## src/virqc_map.svh

```systemverilog
// Offsets, field positions, vectors and counts of the interrupt controller.
// Included by the controller; holds definitions only.
`ifndef VIRQC_MAP_SVH
`define VIRQC_MAP_SVH

// ==========================================================
// Register offsets (4-bit register port)
`define VIRQC_OFS_CTRL 4'h0
`define VIRQC_OFS_EF0 4'h1
`define VIRQC_OFS_EF1 4'h2
`define VIRQC_OFS_EF2 4'h3
`define VIRQC_OFS_IL0 4'h4
`define VIRQC_OFS_IL1 4'h5
`define VIRQC_OFS_IL2 4'h6
`define VIRQC_OFS_STAT 4'h7
`define VIRQC_OFS_TBSEL 4'h8

// ==========================================================
// Control register bits
`define VIRQC_CTRL_IMF 0
`define VIRQC_CTRL_WDT_OUT 1
`define VIRQC_CTRL_TRAP_OUT 2
`define VIRQC_CTRL_TBEN 3
`define VIRQC_CTRL_RST 8'h06

// ==========================================================
// Source numbers
`define VIRQC_SRC_TRAP 2
`define VIRQC_SRC_WDT 3
`define VIRQC_SRC_FIRST 4
`define VIRQC_SRC_TBT 7
`define VIRQC_SRC_LAST 23
`define VIRQC_SRC_BANK 16
`define VIRQC_PROTECT 24'h00_000C
`define VIRQC_EXT_MASK 24'h20_2150

// ==========================================================
// Vectors
`define VIRQC_VEC_UNDEF 16'hFFFC
`define VIRQC_VEC_TRAP 16'hFFFA
`define VIRQC_VEC_WDT 16'hFFF8
`define VIRQC_VEC_LOW_BASE 16'hFFF6
`define VIRQC_VEC_HIGH_BASE 16'hFFBE

// ==========================================================
// Acceptance timing in machine cycles (one clock each)
`define VIRQC_ACC_CYCLES 4'h8
`define VIRQC_PUSH_PSW 4'h1
`define VIRQC_PUSH_PCH 4'h2
`define VIRQC_PUSH_PCL 4'h3
`define VIRQC_LOAD_VEC 4'h7

`endif

```

## src/virqc_pkg.sv

```systemverilog
// Types shared by the interrupt controller files.
// Assumes nothing of its surroundings.
package virqc_pkg;

  // ==========================================================
  // Controller state, one-hot
  typedef enum logic [2:0] {
    VIRQC_RUN = 3'b001,
    VIRQC_ACCEPT = 3'b010,
    VIRQC_LIGHT_IDLE = 3'b100
  } virqc_state_type;

  typedef logic [4:0] virqc_src_type;

endpackage

```

## src/virqc_sync.sv

```systemverilog
// Three-stage input synchroniser with agreement filter.
// Assumes inputs are asynchronous to clk; output changes once stages 2
// and 3 agree.
`timescale 1ns/1ns
module virqc_sync
  import virqc_pkg::*;
#(
  parameter int W = 6,
  parameter logic [5:0] RESET_VAL = 6'h3F
)
(
  // Clock and reset
  input wire logic clk,
  input wire logic rst,
  // Asynchronous in, synchronous out
  input wire logic [W-1:0] async_in,
  output logic [W-1:0] sync_out
);

  logic [W-1:0] s1_q;
  logic [W-1:0] s2_q;
  logic [W-1:0] s3_q;
  logic [W-1:0] out_q;
  logic [W-1:0] out_d;

  // ==========================================================
  // Filter: stage 1 feeds only stage 2
  always_comb
  begin
    out_d = (s2_q & s3_q) | (out_q & (s2_q | s3_q));
  end

  // Chain registers
  always_ff @(posedge clk or posedge rst)
  begin
    if (rst)
    begin
      s1_q <= RESET_VAL[W-1:0];
      s2_q <= RESET_VAL[W-1:0];
      s3_q <= RESET_VAL[W-1:0];
      out_q <= RESET_VAL[W-1:0];
    end
    else
    begin
      s1_q <= async_in;
      s2_q <= s1_q;
      s3_q <= s2_q;
      out_q <= out_d;
    end
  end

  assign sync_out = out_q;

endmodule

```

## src/virqc_top.sv

```systemverilog
// Vectored interrupt latch controller for an 8-bit core.
// Assumes a CPU that flags instruction ends, the low-power entry and the
// interrupt return; external pins are asynchronous and active low.
//
// Notes on behaviour
// Twenty-four sources: five pins, nineteen internal.
// Each source has latch and vector.
// Maskable needs master and own enable.
// Fixed hardware priority, lowest level 23.
// Non-maskables share level two, beat maskables.
// Undefined op is non-maskable, vector FFFCH.
// Sources 4..23: flag n, latch n, vectors.
// First serial uses flag/latch 10, FFEAH.
// Second serial uses flag/latch 11, FFE8H.
// Watchdog requests reset until select cleared.
// Address trap requests reset until cleared.
// Timebase edge resumes idle when product zero.
// Timebase edge wakes and services when one.
// Wake timed after synchronising, may come late.
// Pending watchdog blocks idle entry.
// Eight-cycle acceptance, clear, push three, vector.
// Reset clears latches and all enables.
// Software clears latches except 2, 3.
// Return restores saved master enable.
// Non-maskable order: watchdog, trap, undefined, soft.
//
// The register offsets and the strobed register port were chosen for this implementation.
`timescale 1ns/1ns
`include "virqc_map.svh"
module virqc_top
  import virqc_pkg::*;
(
  // Clock and reset
  input wire logic clk,
  input wire logic rst,
  // Register port
  input wire logic [3:0] reg_addr,
  input wire logic [7:0] reg_wdata,
  input wire logic reg_wr,
  input wire logic reg_rd,
  output logic [7:0] reg_rdata,
  // Sources
  input wire logic [4:0] ext_irq_n,
  input wire logic [23:4] int_req,
  input wire logic watchdog_event,
  input wire logic addr_trap_event,
  input wire logic undefined_op_irq,
  input wire logic soft_irq,
  // Time base taps
  input wire logic [7:0] timebase_taps,
  // CPU side
  input wire logic instr_done,
  input wire logic enter_light_idle,
  input wire logic maskable_return_op,
  input wire logic stacked_imf,
  input wire logic [7:0] status_word,
  input wire logic [15:0] pc,
  // Acceptance outputs
  output logic accepting,
  output logic push_we,
  output logic [7:0] push_data,
  output logic sp_dec3,
  output logic vector_load,
  output logic [15:0] vector,
  // Mode and reset request outputs
  output logic light_idle,
  output logic resume,
  output logic wdt_reset_req,
  output logic trap_reset_req,
  output logic master_irq_enable
);

  // ==========================================================
  // Vector of maskable source n; the table jumps after source 15
  function automatic logic [15:0] vec_of(input logic [4:0] n);
    logic [15:0] off;
    off = 16'h0000;
    if (n < 5'(`VIRQC_SRC_BANK))
    begin
      off = {10'h000, n - 5'(`VIRQC_SRC_FIRST), 1'b0};
      vec_of = `VIRQC_VEC_LOW_BASE - off;
    end
    else
    begin
      off = {10'h000, n - 5'(`VIRQC_SRC_BANK), 1'b0};
      vec_of = `VIRQC_VEC_HIGH_BASE - off;
    end
  endfunction

  // ==========================================================
  // State
  virqc_state_type st_q, st_d;
  logic [3:0] cnt_q, cnt_d;
  logic [23:0] lat_q, lat_d;
  logic [23:0] ef_q, ef_d;
  logic imf_q, imf_d;
  logic wdt_out_q, wdt_out_d;
  logic trap_out_q, trap_out_d;
  logic tben_q, tben_d;
  logic [2:0] tbsel_q, tbsel_d;
  logic undef_q, undef_d;
  logic soft_q, soft_d;
  logic saved_imf_q, saved_imf_d;
  logic [15:0] pc_q, pc_d;
  logic [15:0] vec_q, vec_d;
  logic [7:0] rdata_q, rdata_d;
  logic push_we_q, push_we_d;
  logic [7:0] push_q, push_d;
  logic sp3_q, sp3_d;
  logic vld_q, vld_d;
  logic resume_q, resume_d;
  logic wrr_q, wrr_d;
  logic trr_q, trr_d;
  logic [5:0] pins_s;
  logic [4:0] ext_prev_q;
  logic tb_prev_q;

  // Synchronise pins and the selected time-base tap together
  virqc_sync #(.W(6), .RESET_VAL(6'h3F)) u_sync (
    .clk(clk),
    .rst(rst),
    .async_in({timebase_taps[tbsel_q], ext_irq_n}),
    .sync_out(pins_s)
  );

  // ==========================================================
  // Source events
  logic [23:0] set_vec;
  logic [4:0] ext_fall;
  logic tb_fall;
  always_comb
  begin
    ext_fall = ext_prev_q & ~pins_s[4:0];
    tb_fall = tb_prev_q & ~pins_s[5];
    set_vec = {int_req, 4'h0} & ~`VIRQC_EXT_MASK;
    set_vec[4] = ext_fall[0];
    set_vec[6] = ext_fall[1];
    set_vec[8] = ext_fall[2];
    set_vec[13] = ext_fall[3];
    set_vec[21] = ext_fall[4];
    set_vec[`VIRQC_SRC_WDT] = watchdog_event & ~wdt_out_q;
    set_vec[`VIRQC_SRC_TRAP] = addr_trap_event & ~trap_out_q;
  end

  // ==========================================================
  // Priority pick: non-maskables first in fixed order, then lowest n
  logic [23:0] elig;
  logic pick_any;
  logic [4:0] pick_n;
  logic pick_undef;
  logic pick_soft;
  logic [15:0] pick_vec;
  always_comb
  begin
    elig = lat_q & ef_q & {24{imf_q}};
    elig[`VIRQC_SRC_WDT] = lat_q[`VIRQC_SRC_WDT];
    elig[`VIRQC_SRC_TRAP] = lat_q[`VIRQC_SRC_TRAP];
    pick_any = 1'b1;
    pick_n = 5'h00;
    pick_undef = 1'b0;
    pick_soft = 1'b0;
    pick_vec = `VIRQC_VEC_UNDEF;
    if (elig[`VIRQC_SRC_WDT])
    begin
      pick_n = 5'(`VIRQC_SRC_WDT);
      pick_vec = `VIRQC_VEC_WDT;
    end
    else if (elig[`VIRQC_SRC_TRAP])
    begin
      pick_n = 5'(`VIRQC_SRC_TRAP);
      pick_vec = `VIRQC_VEC_TRAP;
    end
    else if (undef_q)
      pick_undef = 1'b1;
    else if (soft_q)
      pick_soft = 1'b1;
    else
    begin
      pick_any = 1'b0;
      // Downward loop leaves the lowest number, the highest rank
      for (int i = `VIRQC_SRC_LAST; i >= `VIRQC_SRC_FIRST; i--)
      begin
        if (elig[i])
        begin
          pick_any = 1'b1;
          pick_n = 5'(i);
        end
      end
      pick_vec = vec_of(pick_n);
    end
  end

  // ==========================================================
  // Control state machine, latches and register writes
  logic tb_product;
  logic acc_start;
  logic tb_take;
  always_comb
  begin
    st_d = st_q;
    cnt_d = cnt_q;
    lat_d = lat_q | set_vec;
    ef_d = ef_q;
    imf_d = imf_q;
    wdt_out_d = wdt_out_q;
    trap_out_d = trap_out_q;
    tben_d = tben_q;
    tbsel_d = tbsel_q;
    undef_d = undef_q | undefined_op_irq;
    soft_d = soft_q | soft_irq;
    saved_imf_d = saved_imf_q;
    pc_d = pc_q;
    vec_d = vec_q;
    push_we_d = 1'b0;
    push_d = push_q;
    sp3_d = 1'b0;
    vld_d = 1'b0;
    resume_d = 1'b0;
    wrr_d = watchdog_event & wdt_out_q;
    trr_d = addr_trap_event & trap_out_q;
    tb_product = imf_q & ef_q[`VIRQC_SRC_TBT] & tben_q;
    acc_start = 1'b0;
    tb_take = 1'b0;
    // Software writes; a clear never wins over a fresh set
    if (reg_wr)
    begin
      unique case (reg_addr)
        `VIRQC_OFS_CTRL:
        begin
          imf_d = reg_wdata[`VIRQC_CTRL_IMF];
          wdt_out_d = reg_wdata[`VIRQC_CTRL_WDT_OUT];
          trap_out_d = reg_wdata[`VIRQC_CTRL_TRAP_OUT];
          tben_d = reg_wdata[`VIRQC_CTRL_TBEN];
        end
        `VIRQC_OFS_EF0: ef_d[7:4] = reg_wdata[7:4];
        `VIRQC_OFS_EF1: ef_d[15:8] = reg_wdata;
        `VIRQC_OFS_EF2: ef_d[23:16] = reg_wdata;
        `VIRQC_OFS_IL0:
          lat_d[7:0] = (lat_q[7:0] & (reg_wdata | 8'(`VIRQC_PROTECT)))
            | set_vec[7:0];
        `VIRQC_OFS_IL1: lat_d[15:8] = (lat_q[15:8] & reg_wdata)
          | set_vec[15:8];
        `VIRQC_OFS_IL2: lat_d[23:16] = (lat_q[23:16] & reg_wdata)
          | set_vec[23:16];
        `VIRQC_OFS_TBSEL: tbsel_d = reg_wdata[2:0];
        default: ;
      endcase
    end
    if (maskable_return_op)
      imf_d = stacked_imf;
    unique case (st_q)
      VIRQC_RUN:
      begin
        if (instr_done && pick_any)
          acc_start = 1'b1;
        else if (enter_light_idle && !lat_q[`VIRQC_SRC_WDT]
          && !set_vec[`VIRQC_SRC_WDT])
          st_d = VIRQC_LIGHT_IDLE;
      end
      VIRQC_LIGHT_IDLE:
      begin
        // Edge seen after synchronising, so wake may come late
        if (tb_fall)
        begin
          if (tb_product)
          begin
            acc_start = 1'b1;
            tb_take = 1'b1;
          end
          else
          begin
            st_d = VIRQC_RUN;
            resume_d = 1'b1;
          end
        end
      end
      VIRQC_ACCEPT:
      begin
        cnt_d = cnt_q + 4'h1;
        push_we_d = (cnt_q == `VIRQC_PUSH_PSW) ||
          (cnt_q == `VIRQC_PUSH_PCH) || (cnt_q == `VIRQC_PUSH_PCL);
        if (cnt_q == `VIRQC_PUSH_PSW)
          push_d = {status_word[7:1], saved_imf_q};
        if (cnt_q == `VIRQC_PUSH_PCH)
          push_d = pc_q[15:8];
        if (cnt_q == `VIRQC_PUSH_PCL)
        begin
          push_d = pc_q[7:0];
          sp3_d = 1'b1;
        end
        if (cnt_q == `VIRQC_LOAD_VEC)
          vld_d = 1'b1;
        if (cnt_q == `VIRQC_ACC_CYCLES - 4'h1)
          st_d = VIRQC_RUN;
      end
      default: st_d = VIRQC_RUN;
    endcase
    // Acceptance clears master enable and the taken latch
    if (acc_start)
    begin
      st_d = VIRQC_ACCEPT;
      cnt_d = 4'h1;
      saved_imf_d = imf_q;
      imf_d = 1'b0;
      pc_d = pc;
      // Time-base wake bypasses the priority pick, which has one driver
      vec_d = tb_take ? vec_of(5'(`VIRQC_SRC_TBT)) : pick_vec;
      if (tb_take)
        lat_d[`VIRQC_SRC_TBT] = set_vec[`VIRQC_SRC_TBT];
      else if (pick_undef)
        undef_d = undefined_op_irq;
      else if (pick_soft)
        soft_d = soft_irq;
      else
        lat_d[pick_n] = set_vec[pick_n];
    end
  end

  // Register the control state; reset clears every latch and enable
  always_ff @(posedge clk or posedge rst)
  begin
    if (rst)
    begin
      st_q <= VIRQC_RUN;
      cnt_q <= 4'h0;
      lat_q <= 24'h00_0000;
      ef_q <= 24'h00_0000;
      imf_q <= 1'b0;
      wdt_out_q <= 1'b1;
      trap_out_q <= 1'b1;
      tben_q <= 1'b0;
      tbsel_q <= 3'h0;
      undef_q <= 1'b0;
      soft_q <= 1'b0;
      saved_imf_q <= 1'b0;
      pc_q <= 16'h0000;
      vec_q <= 16'h0000;
      push_we_q <= 1'b0;
      push_q <= 8'h00;
      sp3_q <= 1'b0;
      vld_q <= 1'b0;
      resume_q <= 1'b0;
      wrr_q <= 1'b0;
      trr_q <= 1'b0;
      ext_prev_q <= 5'h1F;
      tb_prev_q <= 1'b1;
    end
    else
    begin
      st_q <= st_d;
      cnt_q <= cnt_d;
      lat_q <= lat_d;
      ef_q <= ef_d;
      imf_q <= imf_d;
      wdt_out_q <= wdt_out_d;
      trap_out_q <= trap_out_d;
      tben_q <= tben_d;
      tbsel_q <= tbsel_d;
      undef_q <= undef_d;
      soft_q <= soft_d;
      saved_imf_q <= saved_imf_d;
      pc_q <= pc_d;
      vec_q <= vec_d;
      push_we_q <= push_we_d;
      push_q <= push_d;
      sp3_q <= sp3_d;
      vld_q <= vld_d;
      resume_q <= resume_d;
      wrr_q <= wrr_d;
      trr_q <= trr_d;
      ext_prev_q <= pins_s[4:0];
      tb_prev_q <= pins_s[5];
    end
  end

  // ==========================================================
  // Read data, valid only in the cycle after the strobe
  always_comb
  begin
    rdata_d = 8'h00;
    if (reg_rd)
    begin
      unique case (reg_addr)
        `VIRQC_OFS_CTRL: rdata_d = {4'h0, tben_q, trap_out_q,
          wdt_out_q, imf_q};
        `VIRQC_OFS_EF0: rdata_d = {ef_q[7:4], 4'h0};
        `VIRQC_OFS_EF1: rdata_d = ef_q[15:8];
        `VIRQC_OFS_EF2: rdata_d = ef_q[23:16];
        `VIRQC_OFS_IL0: rdata_d = lat_q[7:0];
        `VIRQC_OFS_IL1: rdata_d = lat_q[15:8];
        `VIRQC_OFS_IL2: rdata_d = lat_q[23:16];
        `VIRQC_OFS_STAT: rdata_d = {3'h0, soft_q, undef_q, st_q};
        `VIRQC_OFS_TBSEL: rdata_d = {5'h00, tbsel_q};
        default: rdata_d = 8'h00;
      endcase
    end
  end

  // Read data register
  always_ff @(posedge clk or posedge rst)
  begin
    if (rst)
      rdata_q <= 8'h00;
    else
      rdata_q <= rdata_d;
  end

  // Outputs straight from flip-flops
  assign reg_rdata = rdata_q;
  assign accepting = st_q[1];
  assign push_we = push_we_q;
  assign push_data = push_q;
  assign sp_dec3 = sp3_q;
  assign vector_load = vld_q;
  assign vector = vec_q;
  assign light_idle = st_q[2];
  assign resume = resume_q;
  assign wdt_reset_req = wrr_q;
  assign trap_reset_req = trr_q;
  assign master_irq_enable = imf_q;
endmodule

```

## config.mk

```make
export PLATFORM = sky130hd
export DESIGN_NAME = virqc_top
export DESIGN_NICKNAME = d
export VERILOG_FILES = /design/src/virqc_pkg.sv /design/src/virqc_sync.sv /design/src/virqc_top.sv
export VERILOG_INCLUDE_DIRS = /design/src
export SDC_FILE = /design/constraint.sdc
export NUM_CORES = 1
export LEC_CHECK = 0
export BUFFER_PORTS_ARGS = -buffer_cell sky130_fd_sc_hd__buf_2
export CAP_MARGIN = 30
export CORE_ASPECT_RATIO = 0.9
export CORE_MARGIN = 5
export CORE_UTILIZATION = 25
export CTS_CLUSTER_DIAMETER = 50
export DETAILED_ROUTE_END_ITERATION = 8
export GPL_TIMING_DRIVEN = 0
export HOLD_SLACK_MARGIN = 0.03
export PLACE_DENSITY = 0.46
export REMOVE_ABC_BUFFERS = 1
export SLEW_MARGIN = 0
export SYNTH_ARGS = -nofsm -noshare
export SYNTH_HDL_FRONTEND = slang
export SYNTH_HIERARCHICAL = 1
export SYNTH_SLANG_ARGS = --single-unit
```

## constraint.sdc

```tcl
create_clock -name clk -period 3.1 [get_ports clk]
set_input_delay 0.31 -clock clk [delete_from_list [all_inputs] [get_ports clk]]
set_output_delay 0.31 -clock clk [all_outputs]
set_load 0.1 [all_outputs]
```

==> metrics.md, run 1 <==
| Metric | Value |
|---|---|
| Status | `completed` |
| Asr flop ratio synth | `1.00` |
| Ranking of synthesized cells by area | `dfrtp_1, dfstp_2, mux2_2` |
| Maximum clock rate | `360 MHz` |
| CTS sink count | `136` |
| FF-to-FF path depth | `7` |
| Via count | `4944` |
| Yosys warning count | `6` |
| Crit path kind | `register to register` |
| Congestion Overflow GR | `0` |
| Post-synthesis mux area share | `0.129` |
| Worst setup SP type | `register` |
| Nets | `791` |
| Setup Skew | `0.0136 ns` |
| Post-synth top area cell | `dfrtp_1` |
| Synthesized area | `0.00651 mm^2` |
| Sequential area share after synthesis | `0.529` |
| I/O Buffers | `114` |
| Largest net degree at the start of global routing | `81` |
| Area share of fa/ha/maj cells after synthesis | `0.0181` |
| Hold_sp | `undefined_op_irq` |
| Final WL | `19.3 mm` |
| Max Buffers Root-to-Sink | `2` |
| Crit-path cells | `inv_2, a41oi_2, or2_2, nor4_1, nor2b_1, inv_1, o31a_2` |
| Final period util | `0.895` |
| First-pass GRT wire length | `30.7 mm` |
| Crit Path Max Fanout | `16` |
| Num CTS Buffers | `17` |
| Maximum VDD drop | `0.275 mV` |
| Worst-Margin Slew | `0.856 ns` |
| Pleak | `3.37 nW` |
| Final Slew Violations | `0` |
| Clock transition at path regs | `0.07 ns` |
| HPWL after detailed placement | `14.1 mm` |
| Post-DR wirelength/cell | `18.1 um` |
| Hold_ws | `0.0684 ns` |
| Min cycle time layout | `2.77 ns` |
| Worst skew pair latency | `0.43 ns` |
| WHS Path Cells | `2` |
| Number of global-route vias before repair | `5120` |
| Core area | `0.0259 mm^2` |
| Drt drc | `0` |
| Mapped Cells | `593` |
| Total Die Area | `0.0294 mm^2` |
| Reg2Reg Capture Point | `lat_q[21]` |
| Fin area | `0.00808 mm^2` |
| Fin Setup TNS | `0 ns` |
| Die width | `180 um` |
| PwrDens | `813 mW/mm^2` |
| Dominant synthesized flop cell | `dfrtp_1` |
| Initial antenna violation count | `2` |
| Synth cell types | `69` |
| Syn Area/Cell | `11.0 um^2` |
| Initial core utilization | `0.252` |
| CP peak stage delay | `0.67 ns` |
| CP endpoint kind | `register` |
| # setup viols final | `0` |
| CTS tree | `built` |
| Top post-synthesis cells by count | `dfrtp_1, nand2_1, mux2_2, nor2_1` |
| Critical path's slowest cell | `nor4_1` |
| Hold Fails Final Rpt | `0` |
| I/O Pins | `122` |
| Compound-Gate Fraction of Synth Area | `0.146` |
| R2R setup slack | `0.33 ns` |
| Post-Synth Simple-Gate Area | `0.140` |
| Count leader, synth | `dfrtp_1` |
| Syn-to-layout area delta | `24.0%` |
| Critical Path AT | `3.08 ns` |
| Rel. slew slack | `0.428` |
| Hold Path Sink | `undef_q` |
| Total GRT Usage | `0.134` |
| Min-delay worst type | `primary input to register` |
| H-tree depth | `4` |
| Final std cells w/o fill | `1068` |
| Vias per Instance | `4.63` |
| XOR/XNOR Fraction of Synth Area | `0.00538` |
| Placed Cells | `1029` |
| RSZ-0062 raised after global routing | `no` |
| Synth Register Bits | `136` |
| WP data required | `3.41 ns` |
| GPL Wtd Cong | `0.849` |
| Routed Antenna Nets | `0` |
| Layout cells sized above 1 | `0.357` |
| Largest family of logic cells by synthesized area | `compound AO/OA/AOI/OAI gates` |
| Tot Pwr | `6.57 mW` |
| Number of synthesized flops with an enable pin | `0` |
| Max Cap Violations | `0` |
| Top-area cell type share of the netlist area | `0.396` |
| Row cnt | `56` |
| DRT iter0 DRCs | `252` |
| Number of fillers in the final layout | `2712` |
| Critical R2R Launch | `master_irq_enable` |
| DP Area | `0.00743 mm^2` |
| DRT Pass-1 Iters | `4` |
| CTS Root Cell | `clkbuf_16` |
| Die height | `163 um` |
[cell families (layout without fill, tap and decap cells)]
family	after synthesis	in the layout
compound gates	136	136
buf+inv	43	169
fa+ha+maj	10	10
simple gates	189	189
mux	74	74
flops	136	136
other cells	1	2
xor+xnor	4	4
[report_power, final]
| part | internal, mW | switching (mW) | leakage (nW) | total [mW] |
|---|---|---|---|---|
| logic | 0.652 | 1.38 | 1.56 | 2.03 |
| clock network | 1.14 | 0.899 | 0.275 | 2.04 |
| registers | 2.19 | 0.309 | 1.53 | 2.50 |
| total | 3.98 | 2.59 | 3.37 | 6.57 |
[metal layers]
metal | vias to the layer above | routed length [um] | track usage | part of all wire
met5 | - | 7 | 0 | 0.00036
met4 | 2 | 346 | 0.0385 | 0.018
met3 | 23 | 1140 | 0.0390 | 0.059
met2 | 136 | 8660 | 0.206 | 0.45
met1 | 2410 | 9170 | 0.186 | 0.47
li1 | 2373 | - | - | -
[how the worst max path moves through the flow]
stage	from	end	slack [ns]	depth (start not counted)
finish	master_irq_enable	lat_q[21]	0.33	7
global placement	rst	push_data[6]	-2.00	2
global route	ef_q[7]	lat_q[21]	0.15	7
detailed placement	master_irq_enable	lat_q[8]	0.14	8
floorplan	vector[14]	vector[14]	-3.23	1
CTS	master_irq_enable	lat_q[8]	0.13	8
[placed cells by master, fill, tap and decap left out, drive strengths merged, types with 5 or more instances in the layout]
master,count
and3,8
nand2b,20
o21a,7
o211ai,6
o31ai,5
maj3,6
nor3,12
dfrtp,103
and2,8
a21oi,34
dfstp,33
clkbuf,17
nand3,12
nor2b,8
o21ai,27
nor2,48
inv,21
nand2,57
a22oi,9
o221ai,11
mux2,49
buf,118
dlygate4sd3,6
mux2i,22
[through the flow]
step	worst slack [ns]	util
after floorplan	-3.23	-
after global placement	-2.00	0.285
after detailed placement	0.139	0.287
after CTS	0.125	0.312
after global routing	0.146	0.312
final	0.326	0.312
[sequential cells by signal (all words and copies together) (netlist names), 3 cells and up]
| name | cells |
|---|---|
| reg_rdata | 8 |
| ext_prev_q | 5 |
| push_data | 8 |
| tbsel_q | 3 |
| st_q | 3 |
| u_sync/sync_out | 6 |
| vector | 7 |
| ef_q | 20 |
| pc_q | 16 |
| u_sync/s3_q | 6 |
| u_sync/s1_q | 6 |
| u_sync/s2_q | 6 |
| cnt_q | 4 |
| lat_q | 24 |
[worst max-delay path, delay by kind of cell, from the launching register on]
kind                   cells  cell delay (ns)
buffers and inverters      2             0.33
AND/OR/NAND/NOR            3             1.32
flip-flops                 1             0.54
AO/OA/AOI/OAI              2             0.46
[what timing repair did]
item,4_1_cts,5_1_grt
gates resized for setup,0,1
hold buffers,6,0
setup buffers,0,0
setup endpoints to repair,0,7
endpoints found under the hold margin,33,0
[final cells by class]
class	count	area (um^2)	area share
clock inverters	15	160	0.0198
flip-flops and latches	136	3450	0.427
well taps	348	435	0.0539
clock buffers	17	425	0.0527
repair buffers	124	688	0.0852
diodes	1	2.50	0.000310
multi-input cells	414	2870	0.355
inverters	13	53.8	0.00666
(Power assumes the default switching activity.)
==> inputs of run 2 (changes only) <==
--- a/config.mk
+++ b/config.mk
@@ -15,7 +15,7 @@
 export DETAILED_ROUTE_END_ITERATION = 8
 export GPL_TIMING_DRIVEN = 0
 export HOLD_SLACK_MARGIN = 0.03
-export PLACE_DENSITY = 0.46
+export PLACE_DENSITY = 0.44
 export REMOVE_ABC_BUFFERS = 1
 export SLEW_MARGIN = 0
 export SYNTH_ARGS = -nofsm -noshare
==> constraint.sdc (replaced) <==
create_clock -name clk -period 3 [get_ports clk]
set_input_delay 0.3 -clock clk [delete_from_list [all_inputs] [get_ports clk]]
set_output_delay 0.3 -clock clk [all_outputs]
set_load 0.1 [all_outputs]
==> run 2 against run 1 <==
Compared with the run above:
- flip-flop and latch count unchanged
- sequential share of layout area decreased by 0.059 points
- via count increased by 0.75%
- die area unchanged
- register-to-register slack got worse by 0.07 ns
- fmax increased by 1.0%
- wire length increased by 0.68%
- global-route usage increased by 0.11 points
- hold slack got worse by 0.0081 ns
- combinational power increased by 3%
- sequential power increased by 4%
- critical path depth unchanged
- critical path type unchanged
- critical endpoint is now pc_q[0]
- highest routed layer is now met4
==> metrics.md, run 2 (synthesis results as in run 1) <==
| Metric | Value |
|---|---|
| Number of flip-flops in the largest register | `24 (unchanged)` |
| WP data required | `3.30 ns (-0.11 ns)` |
| GRT Max-Usage Layer | `met2` |
| GPL Wtd Cong | `0.825 (-2.9%)` |
| Clock transition at path regs | `0.06 ns (about the same)` |
| Setup Skew | `0.0153 ns (+0.00171 ns)` |
| Worst-Margin Slew | `0.827 ns (-0.0293 ns)` |
| CTS sink count | `136 (unchanged)` |
| DRT iter0 DRCs | `320 (+27%)` |
| Min-delay worst type | `primary input to register` |
| Hold Fails Final Rpt | `0 (unchanged)` |
| Critical R2R Launch | `master_irq_enable` |
| Worst skew pair latency | `0.43 ns (about the same)` |
| First-pass GRT wire length | `30.7 mm (about the same)` |
| Maximum clock rate | `364 MHz (+1.0%)` |
| RSZ-0062 raised after global routing | `no` |
| Worst slack at placement | `0.0337 ns (-0.105 ns)` |
| H-tree depth | `4 (unchanged)` |
| Post-DR wirelength/cell | `18.2 um (+0.77%)` |
| Congestion Overflow GR | `0 (unchanged)` |
| Vias per Instance | `4.67 (+0.84%)` |
| Max Cap Violations | `0 (unchanged)` |
| Final period util | `0.915 (+0.0206)` |
| CP peak stage delay | `0.54 ns (-0.13 ns)` |
| Initial core utilization | `0.252 (unchanged)` |
| Critical Path AT | `3.05 ns (-0.03 ns)` |
| CTS Root Cell | `clkbuf_16` |
| Final WL | `19.5 mm (+0.68%)` |
| Largest net degree at the start of global routing | `77 (-4.9%)` |
| Commonest cells after routing, fill and taps aside | `buf_2, dfrtp_1, nand2_1` |
| Final Worst Setup Slack | `0.254 ns (-0.0723 ns)` |
| Num CTS Buffers | `17 (unchanged)` |
| Crit Path Max Fanout | `27 (+11)` |
| Row cnt | `56 (unchanged)` |
| Nets | `791 (unchanged)` |
| Biggest register | `lat_q` |
| Met3 GRT Util | `0.0376 (-0.00134)` |
| PwrDens | `843 mW/mm^2 (+3.7%)` |
| Max Buffers Root-to-Sink | `2 (unchanged)` |
| Fin Setup TNS | `0 ns (unchanged)` |
| Total Die Area | `0.0294 mm^2 (unchanged)` |
| Core area | `0.0259 mm^2 (unchanged)` |
| Final std cells w/o fill | `1067 (-0.094%)` |
| I/O Buffers | `114 (unchanged)` |
| CP endpoint kind | `register` |
| Post-CTS Setup Repair Bufs | `0 (unchanged)` |
| Drt drc | `0 (unchanged)` |
| Crit-path cells | `inv_2, a41oi_2, or2_2, o31ai_2, buf_4, nand2_4, mux2_1` |
| Status | `completed` |
| Pleak | `3.38 nW (+0.17%)` |
| Final Slew Violations | `0 (unchanged)` |
| Die height | `163 um (unchanged)` |
| Maximum VDD drop | `0.290 mV (+5.7%)` |
| DRT Pass-1 Iters | `5 (+1)` |
| HPWL after detailed placement | `14.3 mm (+1.3%)` |
| Worst setup SP type | `register` |
| Die width | `180 um (unchanged)` |
| Antenna Cells | `0 (-1)` |
| Placed Cells | `1029 (unchanged)` |
| I/O Pins | `122 (unchanged)` |
| Routed Antenna Nets | `0 (unchanged)` |
| CTS tree | `built` |
| Total GRT Usage | `0.136 (+0.00107)` |
| Via count | `4981 (+0.75%)` |
| Commonest non-fill, non-tap cell in the layout | `buf_2` |
| Critical Path Start | `master_irq_enable` |
| Number of global-route vias before repair | `5179 (+1.2%)` |
| Syn-to-layout area delta | `24.2%` |
| # setup viols final | `0 (unchanged)` |
| Critical path's slowest cell | `dfrtp_2` |
| Met2 GRT Util | `0.212 (+0.00583)` |
| Rel. slew slack | `0.448 (+0.0195)` |
| Largest registers | `lat_q: 24 flops, ef_q: 20 flops, pc_q: 16 flops` |
| Layout cells sized above 1 | `0.357 (unchanged)` |
| Hold_sp | `int_req[12]` |
| Number of fillers in the final layout | `2704 (-0.29%)` |
| Final core occ | `0.313 (+0.000435)` |
| Met1 usage | `0.187 (+0.000775)` |
| Crit path kind | `register to register` |
| Min cycle time layout | `2.75 ns (-0.0277 ns)` |
| Initial antenna violation count | `0 (-2)` |
run 2: through the flow:
stage | total power [mW] | area (um^2) | hold slack, ns
after floorplan | 4.15 | 6350 | 0.304
after global placement | 4.70 | 7360 | 0.346
after detailed placement | 4.74 | 7430 | 0.341
after CTS | 6.93 | 8080 | 0.0377
after global routing | 7.23 | 8090 | 0.0443
final | 6.82 | 8090 | 0.0604
run 2: worst paths after layout:
kind | to | slack [ns] | depth (start not counted)
min | lat_q[12] | 0.06 | 2
max in group asynchronous | st_q[0] | 1.82 | 4
min reg2reg | u_sync/s2_q[4] | 0.35 | 0
max | pc_q[0] | 0.25 | 7
min in group asynchronous | lat_q[5] | 0.42 | 3
max reg2reg | pc_q[0] | 0.25 | 7
run 2: cell type report:
| class | instances | area (um^2) | area share |
|---|---|---|---|
| inverter | 13 | 53.8 | 0.00665 |
| tap | 348 | 435 | 0.0538 |
| multi-input combinational | 414 | 2870 | 0.355 |
| clock buffer | 18 | 429 | 0.0530 |
| sequential | 136 | 3450 | 0.426 |
| timing repair buffer | 124 | 688 | 0.0851 |
| clock inverter | 14 | 164 | 0.0203 |
run 2: where the power goes:
| part | total (mW) | internal (mW) | switching (mW) |
|---|---|---|---|
| Sequential | 2.59 | 2.27 | 0.326 |
| Clock | 2.13 | 1.24 | 0.881 |
| Combinational | 2.10 | 0.674 | 1.43 |
| Total | 6.82 | 4.18 | 2.64 |
run 2: timing repair:
| item | CTS | global route |
|---|---|---|
| gates resized for setup | 0 | 2 |
| endpoints found under the setup margin | 0 | 39 |
| endpoints found under the hold margin | 38 | 0 |
| hold buffers | 6 | 0 |
run 2: per-layer routing:
| layer | part of all wire | vias up |
|---|---|---|
| met5 | 0 | - |
| met4 | 0.010 | 0 |
| met3 | 0.054 | 13 |
| met2 | 0.46 | 142 |
| met1 | 0.48 | 2461 |
| li1 | - | 2365 |
run 2: worst max-delay path, delay by kind of cell (launching register included):
family	cells	cell delay, ns
compound gates	2	0.56
buf+inv	2	0.47
flops	1	0.54
simple gates	2	0.64
mux	1	0.41
